==> src/rtl/gpt_pkg.sv <==
// Register map, field layouts, reset values and carrier types of the timers.
`default_nettype none

package gpt_pkg;

  // ---------------------------------------------------------------
  // Timer units and the low-timer set
  // ---------------------------------------------------------------
  localparam int NTMR = 5;
  localparam int T_A  = 0;
  localparam int T_BL = 1;
  localparam int T_BH = 2;
  localparam int T_CL = 3;
  localparam int T_CH = 4;
  localparam logic [4:0] LOW_SET = 5'h0a;

  // ---------------------------------------------------------------
  // Register offsets (byte addresses)
  // ---------------------------------------------------------------
  localparam logic [7:0] OFS_HOLD_B = 8'h50;
  localparam logic [7:0] OFS_HOLD_C = 8'h54;
  localparam logic [7:0] OFS_STATUS = 8'h58;
  localparam logic [7:0] OFS_MASK   = 8'h5c;

  // Kinds of register inside each 16-byte timer slot.
  localparam logic [1:0] KIND_CTRL = 2'h0;
  localparam logic [1:0] KIND_PER  = 2'h1;
  localparam logic [1:0] KIND_CNT  = 2'h2;
  localparam logic [1:0] KIND_MISC = 2'h3;

  // Slot numbers of the miscellaneous registers.
  localparam logic [2:0] MISC_HOLD_B = 3'h0;
  localparam logic [2:0] MISC_HOLD_C = 3'h1;
  localparam logic [2:0] MISC_STATUS = 3'h2;
  localparam logic [2:0] MISC_MASK   = 3'h3;

  // ---------------------------------------------------------------
  // Reset values and writable bits
  // ---------------------------------------------------------------
  localparam logic [15:0] CTRL_RST     = 16'h0000;
  localparam logic [15:0] PER_RST      = 16'hffff;
  localparam logic [15:0] CNT_RST      = 16'h0000;
  localparam logic [15:0] HOLD_RST     = 16'h0000;
  localparam logic [4:0]  STAT_RST     = 5'h00;
  localparam logic [4:0]  MASK_RST     = 5'h00;
  localparam logic [15:0] WMASK_A      = 16'ha076;
  localparam logic [15:0] WMASK_LOW    = 16'ha07a;
  localparam logic [15:0] WMASK_HIGH   = 16'ha072;

  // Prescaler terminal counts for ratios 1, 8, 64 and 256.
  localparam logic [7:0] PS_TOP_1   = 8'h00;
  localparam logic [7:0] PS_TOP_8   = 8'h07;
  localparam logic [7:0] PS_TOP_64  = 8'h3f;
  localparam logic [7:0] PS_TOP_256 = 8'hff;

  // Bus answers.
  localparam logic [1:0] RESP_OKAY   = 2'h0;
  localparam logic [1:0] RESP_SLVERR = 2'h2;

  // ---------------------------------------------------------------
  // Carrier types
  // ---------------------------------------------------------------
  typedef struct packed {
    logic       en;
    logic       rsv14;
    logic       stop_in_idle;
    logic [5:0] rsv12;
    logic       gate_en;
    logic [1:0] prescale;
    logic       chain32;
    logic       sync_ext;
    logic       clk_ext;
    logic       rsv0;
  } gpt_ctrl_s;

  typedef struct packed {
    logic       ok;
    logic [2:0] idx;
    logic [1:0] kind;
  } gpt_dec_s;

endpackage

`default_nettype wire

==> src/rtl/gpt_timers.sv <==
// Five general purpose timer units behind an AXI4-Lite register slave.
`timescale 1ns/1ns
`default_nettype none

module gpt_timers
  import gpt_pkg::*;
(
  input  wire logic        aclk,
  input  wire logic        aresetn,
  input  wire logic [7:0]  s_axi_awaddr,
  input  wire logic        s_axi_awvalid,
  output var  logic        s_axi_awready,
  input  wire logic [31:0] s_axi_wdata,
  input  wire logic [3:0]  s_axi_wstrb,
  input  wire logic        s_axi_wvalid,
  output var  logic        s_axi_wready,
  output var  logic [1:0]  s_axi_bresp,
  output var  logic        s_axi_bvalid,
  input  wire logic        s_axi_bready,
  input  wire logic [7:0]  s_axi_araddr,
  input  wire logic        s_axi_arvalid,
  output var  logic        s_axi_arready,
  output var  logic [31:0] s_axi_rdata,
  output var  logic [1:0]  s_axi_rresp,
  output var  logic        s_axi_rvalid,
  input  wire logic        s_axi_rready,
  input  wire logic        cpu_idle,
  input  wire logic [4:0]  tmr_ext_in,
  output var  logic        irq,
  output var  logic        adc_trigger,
  output var  logic [15:0] tb_low,
  output var  logic [15:0] tb_high
);

  // ---------------------------------------------------------------
  // Helper functions
  // ---------------------------------------------------------------

  // Splits a byte address into timer slot and register kind.
  function automatic gpt_dec_s decode(input logic [7:0] a);
    gpt_dec_s d;
    d = '0;
    if (a < OFS_HOLD_B) begin
      d.idx  = a[6:4];
      d.kind = a[3:2];
      d.ok   = (a[6:4] < 3'h5) && (a[3:2] != KIND_MISC);
    end else if (a == OFS_HOLD_B) begin
      d = '{ok: 1'b1, idx: MISC_HOLD_B, kind: KIND_MISC};
    end else if (a == OFS_HOLD_C) begin
      d = '{ok: 1'b1, idx: MISC_HOLD_C, kind: KIND_MISC};
    end else if (a == OFS_STATUS) begin
      d = '{ok: 1'b1, idx: MISC_STATUS, kind: KIND_MISC};
    end else if (a == OFS_MASK) begin
      d = '{ok: 1'b1, idx: MISC_MASK, kind: KIND_MISC};
    end
    return d;
  endfunction

  // Replaces the byte lanes of a 16-bit value that the strobes select.
  function automatic logic [15:0] merge16(input logic [15:0] old,
                                          input logic [15:0] nw,
                                          input logic [1:0]  strb);
    return {strb[1] ? nw[15:8] : old[15:8],
            strb[0] ? nw[7:0]  : old[7:0]};
  endfunction

  // Terminal count of the prescaler for a ratio field.
  function automatic logic [7:0] ps_top(input logic [1:0] ps);
    case (ps)
      2'h0:    return PS_TOP_1;
      2'h1:    return PS_TOP_8;
      2'h2:    return PS_TOP_64;
      default: return PS_TOP_256;
    endcase
  endfunction

  // Control bits that exist for a given timer.
  function automatic logic [15:0] ctrl_wmask(input logic [2:0] i);
    if (i == 3'(T_A)) begin
      return WMASK_A;
    end else if (LOW_SET[i]) begin
      return WMASK_LOW;
    end else begin
      return WMASK_HIGH;
    end
  endfunction

  // ---------------------------------------------------------------
  // State
  // ---------------------------------------------------------------
  gpt_ctrl_s   ctrl_q [NTMR];
  logic [15:0] per_q  [NTMR];
  logic [15:0] cnt_q  [NTMR];
  logic [15:0] cnt_d  [NTMR];
  logic [7:0]  pre_q  [NTMR];
  logic [7:0]  pre_d  [NTMR];
  logic [15:0] hold_q [2];
  logic [4:0]  stat_q;
  logic [4:0]  stat_d;
  logic [4:0]  mask_q;
  logic [4:0]  sync1_q;
  logic [4:0]  sync2_q;
  logic [4:0]  sync3_q;
  logic [4:0]  pin_prev_q;
  logic [4:0]  tick_sync_q;
  logic        irq_q;
  logic        adc_q;
  logic        awready_q;
  logic        bvalid_q;
  logic [1:0]  bresp_q;
  logic        arready_q;
  logic        rvalid_q;
  logic [1:0]  rresp_q;
  logic [31:0] rdata_q;

  // Per-timer combinational terms.
  logic [4:0]  ev;
  logic [4:0]  run;
  logic [4:0]  pre_hit;
  logic [4:0]  tick;
  logic [4:0]  gated;
  logic [4:0]  chained;
  logic [4:0]  gate_fall;
  logic [4:0]  match_ev;
  logic [4:0]  set_ev;
  logic [31:0] c32;
  logic [31:0] p32;
  logic [31:0] n32;
  logic        hit16;
  logic        hit32;

  // ---------------------------------------------------------------
  // Bus decode
  // ---------------------------------------------------------------

  // Write and read strobes, and the registers they address.
  gpt_dec_s    wdec;
  gpt_dec_s    rdec;
  logic        wr_go;
  logic        wr_fire;
  logic        rd_go;
  logic        rd_fire;
  logic [15:0] wdat;
  logic [1:0]  wstb;
  logic [15:0] rd_timer;
  logic [15:0] rd_misc;
  logic [15:0] rd_val;
  logic        rd_stat;
  logic        rd_low_cnt;
  logic        wr_low_cnt;

  assign wdec    = decode(s_axi_awaddr);
  assign rdec    = decode(s_axi_araddr);
  assign wr_go   = s_axi_awvalid & s_axi_wvalid & ~awready_q & ~bvalid_q;
  assign rd_go   = s_axi_arvalid & ~arready_q & ~rvalid_q;
  assign wr_fire = awready_q;
  assign rd_fire = arready_q;
  assign wdat    = s_axi_wdata[15:0];
  assign wstb    = s_axi_wstrb[1:0];

  // Read multiplexer; reserved and upper bits read as zero.
  assign rd_timer = (rdec.kind == KIND_CTRL) ? ctrl_q[rdec.idx] :
                    (rdec.kind == KIND_PER)  ? per_q[rdec.idx]  :
                                               cnt_q[rdec.idx];
  assign rd_misc  = (rdec.idx == MISC_HOLD_B) ? hold_q[0] :
                    (rdec.idx == MISC_HOLD_C) ? hold_q[1] :
                    (rdec.idx == MISC_STATUS) ? {11'h000, stat_q} :
                                                {11'h000, mask_q};
  assign rd_val   = !rdec.ok ? 16'h0000 :
                    (rdec.kind == KIND_MISC) ? rd_misc : rd_timer;

  // Side-effecting reads and writes.
  assign rd_stat    = rd_fire & rdec.ok & (rdec.kind == KIND_MISC) &
                      (rdec.idx == MISC_STATUS);
  assign rd_low_cnt = rd_fire & rdec.ok & (rdec.kind == KIND_CNT) &
                      LOW_SET[rdec.idx];
  assign wr_low_cnt = wr_fire & wdec.ok & (wdec.kind == KIND_CNT) &
                      LOW_SET[wdec.idx];

  // ---------------------------------------------------------------
  // Clock sources and prescalers
  // ---------------------------------------------------------------

  // Picks each timer's count event, then divides it down.
  always_comb begin
    for (int i = 0; i < NTMR; i++) begin
      gated[i] = ctrl_q[i].gate_en & ~ctrl_q[i].clk_ext;
      run[i]   = ctrl_q[i].en & ~(cpu_idle & ctrl_q[i].stop_in_idle);
      gate_fall[i] = gated[i] & ctrl_q[i].en & sync3_q[i] & ~sync2_q[i];
      if (ctrl_q[i].clk_ext) begin
        if (i == T_A && !ctrl_q[i].sync_ext) begin
          ev[i] = tmr_ext_in[i] & ~pin_prev_q[i];
        end else begin
          ev[i] = sync2_q[i] & ~sync3_q[i];
        end
      end else if (gated[i]) begin
        ev[i] = sync2_q[i];
      end else begin
        ev[i] = 1'b1;
      end
      pre_hit[i] = ev[i] & run[i] &
                   (pre_q[i] == ps_top(ctrl_q[i].prescale));
      pre_d[i] = pre_q[i];
      if (!ctrl_q[i].en) begin
        pre_d[i] = 8'h00;
      end else if (ev[i] & run[i]) begin
        pre_d[i] = pre_hit[i] ? 8'h00 : pre_q[i] + 8'h01;
      end
    end
  end

  // Low timers see their prescaler output one register later.
  assign tick    = (pre_hit & ~LOW_SET) | tick_sync_q;
  assign chained = {ctrl_q[T_CL].chain32, ctrl_q[T_CL].chain32,
                    ctrl_q[T_BL].chain32, ctrl_q[T_BL].chain32,
                    1'b0};

  // ---------------------------------------------------------------
  // Counters
  // ---------------------------------------------------------------

  // Next count of every timer, then software writes on top.
  always_comb begin
    match_ev = 5'h00;
    set_ev   = 5'h00;
    c32      = 32'h0000_0000;
    p32      = 32'h0000_0000;
    n32      = 32'h0000_0000;
    hit16    = 1'b0;
    hit32    = 1'b0;
    for (int i = 0; i < NTMR; i++) begin
      cnt_d[i] = cnt_q[i];
      // Independent 16-bit operation.
      if (!chained[i] && tick[i]) begin
        hit16 = ~gated[i] & (cnt_q[i] == per_q[i]);
        cnt_d[i] = hit16 ? CNT_RST : cnt_q[i] + 16'h0001;
        match_ev[i] = hit16;
      end
      if (!chained[i]) begin
        set_ev[i] = set_ev[i] | gate_fall[i];
      end
    end
    // Chained 32-bit operation of each pair.
    for (int p = 0; p < 2; p++) begin
      if (chained[2 * p + 1]) begin
        c32 = {cnt_q[2 * p + 2], cnt_q[2 * p + 1]};
        p32 = {per_q[2 * p + 2], per_q[2 * p + 1]};
        if (tick[2 * p + 1]) begin
          hit32 = ~gated[2 * p + 1] & (c32 == p32);
          n32   = hit32 ? 32'h0000_0000 : c32 + 32'h0000_0001;
          cnt_d[2 * p + 1] = n32[15:0];
          cnt_d[2 * p + 2] = n32[31:16];
          match_ev[2 * p + 2] = hit32;
        end
        set_ev[2 * p + 2] = set_ev[2 * p + 2] | gate_fall[2 * p + 1];
      end
    end
    set_ev = set_ev | match_ev;
    // Software count writes; a chained low write loads the high word.
    if (wr_fire && wdec.ok && wdec.kind == KIND_CNT) begin
      cnt_d[wdec.idx] = merge16(cnt_q[wdec.idx], wdat, wstb);
      if (wr_low_cnt && chained[wdec.idx]) begin
        cnt_d[wdec.idx + 3'h1] = hold_q[wdec.idx[1]];
      end
    end
  end

  // Sticky status: a new event wins over the clearing read.
  assign stat_d = (stat_q & ~{5{rd_stat}}) | set_ev;

  // ---------------------------------------------------------------
  // Timer registers
  // ---------------------------------------------------------------

  // Input synchronizers, edge history and the low-timer tick stage.
  always_ff @(posedge aclk) begin
    if (!aresetn) begin
      sync1_q     <= 5'h00;
      sync2_q     <= 5'h00;
      sync3_q     <= 5'h00;
      pin_prev_q  <= 5'h00;
      tick_sync_q <= 5'h00;
    end else begin
      sync1_q     <= tmr_ext_in;
      sync2_q     <= sync1_q;
      sync3_q     <= sync2_q;
      pin_prev_q  <= tmr_ext_in;
      tick_sync_q <= pre_hit & LOW_SET;
    end
  end

  // Control, period, count and prescaler state of each timer.
  always_ff @(posedge aclk) begin
    for (int i = 0; i < NTMR; i++) begin
      if (!aresetn) begin
        ctrl_q[i] <= gpt_ctrl_s'(CTRL_RST);
        per_q[i]  <= PER_RST;
        cnt_q[i]  <= CNT_RST;
        pre_q[i]  <= 8'h00;
      end else begin
        cnt_q[i] <= cnt_d[i];
        pre_q[i] <= pre_d[i];
        if (wr_fire && wdec.ok && wdec.idx == 3'(i)) begin
          if (wdec.kind == KIND_CTRL) begin
            ctrl_q[i] <= gpt_ctrl_s'(merge16(ctrl_q[i], wdat, wstb) &
                                     ctrl_wmask(3'(i)));
          end else if (wdec.kind == KIND_PER) begin
            per_q[i] <= merge16(per_q[i], wdat, wstb);
          end
        end
      end
    end
  end

  // Holding registers: a write wins over a same-cycle read capture.
  always_ff @(posedge aclk) begin
    for (int p = 0; p < 2; p++) begin
      if (!aresetn) begin
        hold_q[p] <= HOLD_RST;
      end else if (wr_fire && wdec.ok && wdec.kind == KIND_MISC &&
                   wdec.idx == 3'(p)) begin
        hold_q[p] <= merge16(hold_q[p], wdat, wstb);
      end else if (rd_low_cnt && rdec.idx[1] == p[0]) begin
        hold_q[p] <= cnt_q[rdec.idx + 3'h1];
      end
    end
  end

  // Status, mask, interrupt line and the ADC trigger from the T_BH match.
  always_ff @(posedge aclk) begin
    if (!aresetn) begin
      stat_q  <= STAT_RST;
      mask_q  <= MASK_RST;
      irq_q   <= 1'b0;
      adc_q   <= 1'b0;
    end else begin
      stat_q <= stat_d;
      if (wr_fire && wdec.ok && wdec.kind == KIND_MISC &&
          wdec.idx == MISC_MASK && wstb[0]) begin
        mask_q <= wdat[4:0];
      end
      irq_q <= |(stat_q & mask_q);
      adc_q <= match_ev[T_BH];
    end
  end

  // ---------------------------------------------------------------
  // AXI4-Lite handshakes
  // ---------------------------------------------------------------

  // Write channel: address and data taken together, then a response.
  always_ff @(posedge aclk) begin
    if (!aresetn) begin
      awready_q <= 1'b0;
      bvalid_q  <= 1'b0;
      bresp_q   <= RESP_OKAY;
    end else begin
      awready_q <= wr_go;
      if (wr_fire) begin
        bvalid_q <= 1'b1;
        bresp_q  <= wdec.ok ? RESP_OKAY : RESP_SLVERR;
      end else if (bvalid_q && s_axi_bready) begin
        bvalid_q <= 1'b0;
      end
    end
  end

  // Read channel: data is sampled in the cycle the address is taken.
  always_ff @(posedge aclk) begin
    if (!aresetn) begin
      arready_q <= 1'b0;
      rvalid_q  <= 1'b0;
      rresp_q   <= RESP_OKAY;
      rdata_q   <= 32'h0000_0000;
    end else begin
      arready_q <= rd_go;
      if (rd_fire) begin
        rvalid_q <= 1'b1;
        rresp_q  <= rdec.ok ? RESP_OKAY : RESP_SLVERR;
        rdata_q  <= {16'h0000, rd_val};
      end else if (rvalid_q && s_axi_rready) begin
        rvalid_q <= 1'b0;
      end
    end
  end

  // ---------------------------------------------------------------
  // Outputs
  // ---------------------------------------------------------------
  assign s_axi_awready = awready_q;
  assign s_axi_wready  = awready_q;
  assign s_axi_bvalid  = bvalid_q;
  assign s_axi_bresp   = bresp_q;
  assign s_axi_arready = arready_q;
  assign s_axi_rvalid  = rvalid_q;
  assign s_axi_rresp   = rresp_q;
  assign s_axi_rdata   = rdata_q;
  assign irq           = irq_q;
  assign adc_trigger   = adc_q;
  assign tb_low        = cnt_q[T_BL];
  assign tb_high       = cnt_q[T_BH];

endmodule

`default_nettype wire

==> config.mk <==
export PLATFORM = sky130hd
export DESIGN_NAME = gpt_timers
export DESIGN_NICKNAME = d
export VERILOG_FILES = /design/src/rtl/gpt_pkg.sv /design/src/rtl/gpt_timers.sv
export SDC_FILE = /design/constraint.sdc
export NUM_CORES = 1
export LEC_CHECK = 0
export BUFFER_PORTS_ARGS = -buffer_cell sky130_fd_sc_hd__clkbuf_2
export CORE_MARGIN = 2
export CORE_UTILIZATION = 26
export CTS_BUF_LIST = sky130_fd_sc_hd__clkbuf_4 sky130_fd_sc_hd__clkbuf_8
export DETAILED_ROUTE_END_ITERATION = 12
export PLACE_DENSITY = 0.52
export SLEW_MARGIN = 30
export SYNTH_ARGS = -nofsm -noshare
export SYNTH_HDL_FRONTEND = slang
export SYNTH_SLANG_ARGS = --single-unit
export TNS_END_PERCENT = 30
==> constraint.sdc <==
create_clock -name aclk -period 4.6 [get_ports aclk]
set_clock_uncertainty 0.05 [all_clocks]
set_input_delay 0.46 -clock aclk [delete_from_list [all_inputs] [get_ports aclk]]
set_output_delay 0.46 -clock aclk [all_outputs]
set_load 0.005 [all_outputs]
==> flow_summary.ini, run 1 <==
[timing]
tightestPinTransition_ps = 1060
max_freq_mhz = 284
slew_violations = 0
setup_violations = 0
finalCritPeriodShare_pct = 76.5
slew_headroom_pct = 29.6
rsz0062_at_grt = no
fin_crit_ps = 3520
finalSetupTns_ps = 0
hold_violations = 0

[layout]
layout_commonest_cell = nand2_1
drive_gt1_share_pct = 15.9
fin_cells = 3735
final_cell_mix = nand2_1, nor2_1, dfxtp_1, edfxtp_1, o21ai_0
area_growth_pct = 16.0
final_cell_area_um2 = 24300
finalNetCount = 2702

[detailed_routing]
dr_total_vias = 21503
drc = 0
detail_route.wl_per_cell_um = 27.3
ant_nets = 0
drt-pass1-iter-count = 6
wl_met1_um = 40700
drt-total-wl_um = 102000
routed.top_layer = met5
drt_iter0_markers = 2935
met3_length_um = 10900
wl_met2_um = 43900
routed_via_density = 5.76

[grt]
antenna_found_initial = 13
overflow = 0
grt_max_degree = 57
grt_usage_pct = 24.1
grt_pass1_vias = 19846
grt_pass1_wl_um = 144000

[synthesis]
synth_top_area_cell = edfxtp_1
synth-main-ff-cell = dfxtp_1
ys_warn_count = 0
synth.area.top_cells = edfxtp_1, dfxtp_1, nand2_1
postSynthAreaPerCell_um2 = 8.32
ys_seq_area_share_pct = 37.1
synth_area_um2 = 21000
netlist_instances = 2523
synth-seq-cells = 316
ys_types = 105
synth_top_area_share_pct = 20.7
synth-edff-count = 145
synth-async-reset-ratio_pct = 0

[floorplan]
die_h_um = 288
io_pins = 140
dieWidth_um = 288
rows = 104
initial_core_util_pct = 26.1
die_area_um2 = 83000
coreArea_um2 = 80300

[worst_setup_path]
required_ps = 5060
crit_arrival_ps = 3980
timing.rr.end = cnt_q[1][13]
r2r_start = per_q[1][9]
path_class = reg -> reg
r2r_cells = 7
end_kind = flip-flop
crit_path_start_kind = flip-flop
crit_fanout = 10
r2r_slack_ps = 1080

[power]
peakVddDrop_uv = 161
leakage_nw = 8.17
power_density_nw_per_um2 = 285

[place]
dpl-instance-area_um2 = 22900
gp_congestion = 1.05
dpl.hpwl_um = 75800
dp_cells = 3601
port_buffers = 103

[cts]
cts_buffers = 66
cts.repair.resized = 0
clk_path_buf_depth = 3
cts_tree = built
clock_latency_ps = 690
h-tree-depth = 3
cts.sinks = 316
clk_pin_slew_ps = 60
clk_root_buffer_cell = clkbuf_8

[hold_path]
hold-path-endpoint = hold_q[0][9]
hold_path.class = in -> reg
holdCritStartpoint = s_axi_wdata[9]
hold_depth = 3

[run]
drv_cap = 0

[outcome]
status = finished, final reports clean
per-layer routing:
metal  track usage, %  vias up
li1                 -     9462
met1             31.0    10329
met2             36.4     1357
met3             6.54      345
met4             13.8       10
met5                0        -
per-stage QoR:
step | setup slack (ps) | hold WS (ps) | power, mW | util (%)
floorplan | 1030 | 362 | 3.42 | -
global placement | 739 | 368 | 3.76 | 28.5
detailed placement | 704 | 378 | 3.76 | 28.5
CTS | 1140 | 37.0 | 6.97 | 30.3
global route | 973 | 58.5 | 7.15 | 30.3
finish | 1080 | 77.4 | 6.94 | 30.3
registers in the layout, summed over array words and instances, names as in the netlist:
register and count:
s_axi_rvalid 1, hold_q 32, s_axi_arready 1, mask_q 5, sync3_q 5, cnt_q 80, adc_trigger 1, ctrl_q 33
s_axi_rresp 1, irq 1, pin_prev_q 5, s_axi_rdata 16, sync2_q 5, s_axi_awready 1, stat_q 5, s_axi_bvalid 1
s_axi_bresp 1, pre_q 40, per_q 80, tick_sync_q 2
cells in the mapped netlist, types with 17 or more instances:
master    instances
a31oi_1          29
nand4_1          59
nand2b_1         41
a311oi_1         19
a211oi_1         27
buf_4            25
xor2_1           91
or2_2            26
edfxtp_1        145
nor4_1           39
a21oi_1         124
a221oi_1         17
or3_1            33
nand2_1         377
a32oi_1          19
nand3_1          86
o22ai_1          22
and3_1           59
and2_1           54
ha_1             19
xnor2_1          43
nor2_1          201
and4_1           23
mux2i_1          43
o21ai_0         140
nor3_1           60
a22oi_1          34
clkbuf_1        142
mux4_2           19
dfxtp_1         171
inv_1            43
buf_2            37
o211ai_1         22
worst max-delay path, cell delays in order, from the launching register on:
cell and delay [ps]:
edfxtp_1 490, xor2_1 260, a21oi_1 560, nand4_1 520, a211oi_2 690, nor2_1 320
a221oi_1 380, a211oi_1 90
cells by family (layout without fill, tap and decap cells):
logic type	after synthesis	count (layout)	synth area share [%]
and+or+nand+nor	1126	1126	27.1
other	1	25	0.0179
buffers and inverters	270	398	5.59
adders and majority gates	19	19	1.13
AOI/OAI and AO/OA	593	593	19.3
xor gates and xnor gates	135	135	5.67
DFF	316	316	37.1
muxes	63	63	4.14
power by group:
group	switching [mW]	leakage, nW	internal (mW)	total, mW
Clock	1.40	0.717	1.82	3.21
Combinational	0.512	4.83	0.198	0.710
Sequential	0.0460	2.62	2.97	3.02
Total	1.96	8.17	4.99	6.94
area by class of cell:
type / count / area [µm²]
diodes: 7 / 17.5
multi-input cells: 1954 / 12100
flip-flops and latches: 316 / 7780
fillers: 8552 / 55900
inverters: 51 / 191
clock buffers: 93 / 1170
repair buffers: 229 / 1520
clock inverters: 25 / 203
well taps: 1060 / 1330
worst max path at each step:
stage                          from           end  slack [ps]
CTS                     cnt_q[1][1]  cnt_q[2][14]        1140
detailed placement  s_axi_awaddr[5]  cnt_q[2][14]         700
global placement    s_axi_awaddr[5]   cnt_q[2][1]         740
finish                  per_q[1][9]  cnt_q[1][13]        1080
global route            cnt_q[1][1]  cnt_q[1][13]         970
floorplan           s_axi_awaddr[5]   cnt_q[2][1]        1030
what timing repair did:
action | 4_1_cts | 5_1_grt
hold buffers | 9 | 0
hold endpoints to repair | 8 | 0
buffers inserted | 0 | 0
(Power assumes the default switching activity.)
==> inputs of run 2 (changes only) <==
==> constraint.sdc (replaced) <==
create_clock -name aclk -period 3.6 [get_ports aclk]
set_clock_uncertainty 0.05 [all_clocks]
set_input_delay 0.36 -clock aclk [delete_from_list [all_inputs] [get_ports aclk]]
set_output_delay 0.36 -clock aclk [all_outputs]
set_load 0.005 [all_outputs]
==> run 2 against run 1 <==
Against the previous run: total power rose by 22%; flip-flop and latch count unchanged; final area grew 2.5%; highest routed layer unchanged.
==> flow_summary.ini, run 2 (synthesis results as in run 1) <==
[outcome]
status = finished, final reports clean

[layout]
area_growth_pct = 18.9
final-seq-area_um2 = 7780
layout_commonest_cell = nand2_1
finalNetCount = 2789
fillers = 8610
multiInputGateArea_um2 = 12100
final_cell_mix = nand2_1, nor2_1, buf_4, dfxtp_1, edfxtp_1
drive_gt1_share_pct = 18.2
reg_top3 = cnt_q x80, per_q x80, pre_q x40

[cts]
cts_buffers = 61
clk_path_buf_depth = 3
clock_latency_ps = 710
clk_root_buffer_cell = clkbuf_8
h-tree-depth = 2
cts_tree = built
cts.sinks = 316
clk_pin_slew_ps = 60

[timing]
slew_headroom_pct = 33.2
hold_violations = 0
rsz0062_at_grt = no
setup_ws_ps = 323
setup_violations = 0
tightestPinTransition_ps = 974
slew_violations = 0
max_freq_mhz = 305
finalSetupTns_ps = 0
finalCritPeriodShare_pct = 91.0
fin_crit_ps = 3280

[detailed_routing]
drt-pass1-iter-count = 6
dr_total_vias = 21917
drt_iter0_markers = 2830
routed_via_density = 5.74
drc = 0
detail_route.wl_per_cell_um = 27.6
drt-total-wl_um = 105000
ant_nets = 0

[hold_path]
hold_path.class = in -> reg

[floorplan]
io_pins = 140
dieWidth_um = 288
rows = 104
die_area_um2 = 83000
die_h_um = 288
initial_core_util_pct = 26.1
coreArea_um2 = 80300

[place]
dpl.hpwl_um = 79200
port_buffers = 103
dpl_worst_slack_ps = 168
gp_congestion = 1.03

[grt]
grt_pass1_wl_um = 148000
grt_usage_pct = 24.7
antenna_found_initial = 8
grt_pass1_vias = 20232
overflow = 0
grt_max_degree = 55

[power]
peakVddDrop_uv = 226
leakage_nw = 8.60
power_density_nw_per_um2 = 340

[worst_setup_path]
crit_arrival_ps = 3780
required_ps = 4110
path_class = reg -> reg
end_kind = flip-flop
crit_path_start_kind = flip-flop
crit_fanout = 10

[run]
drv_cap = 0
==> run 2: area by class of cell <==
cell class              instances  share of cell area [%]
flip-flops and latches        316                    31.2
repair buffers                321                    9.25
clock buffers                  90                    4.41
clock inverters                22                   0.426
multi-input cells            1954                    48.6
inverters                      51                   0.767
diodes                          4                  0.0401
well taps                    1060                    5.32
==> run 2: path summary, 6_finish.rpt <==
path | end | cells past startpoint | slack [ps] | from
setup / recovery | cnt_q[4][15] | 9 | 320 | per_q[3][6]
hold / removal | per_q[0][11] | 2 | 200 | s_axi_wdata[11]
setup reg to reg | cnt_q[4][15] | 9 | 320 | per_q[3][6]
hold reg to reg | sync2_q[4] | 1 | 390 | pin_prev_q[4]
==> run 2: metal layers <==
layer | vias up | global-route usage, % | share of wire (%)
li1 | 9627 | - | -
met1 | 10686 | 32.7 | 41
met2 | 1315 | 37.6 | 43
met3 | 285 | 5.53 | 10
met4 | 4 | 13.0 | 5.8
met5 | - | 0 | 0.029
==> run 2: power breakdown <==
group / switching, mW / leakage [nW] / internal, mW / total [mW]
logic: 0.673 / 5.32 / 0.282 / 0.956
registers: 0.0587 / 2.62 / 3.80 / 3.86
clock network: 1.72 / 0.653 / 1.95 / 3.67
total: 2.45 / 8.60 / 6.03 / 8.48
==> run 2: critical path: stages (launching register included) <==
cell      delay [ps]
edfxtp_1         550
xor2_1           220
a21oi_1          500
nand4_1          450
o31ai_1          530
buf_4            270
nor2_1            70
nor4_1           260
buf_4            200
a211oi_1          40
==> run 2: through the flow <==
| step | power (mW) | area [µm²] | hold slack [ps] | utilization, % | cells |
|---|---|---|---|---|---|
| after detailed placement | 4.84 | 23600 | 373 | 29.3 | 3684 |
| final | 8.48 | 25000 | 201 | 31.1 | 3818 |
| after CTS | 8.50 | 24900 | 190 | 31.1 | 3813 |
| after global placement | 4.84 | 23600 | 371 | 29.3 | 3684 |
| after floorplan | 4.38 | 21100 | 362 | - | 2540 |
| after global routing | 8.72 | 24900 | 213 | 31.1 | 3815 |
==> run 2: repair_timing <==
action / CTS / global route
hold endpoints to repair: 24 / 0
setup endpoints to repair: 0 / 0
hold buffers: 17 / 0
buffers inserted: 0 / 0
gates resized for setup: 0 / 0
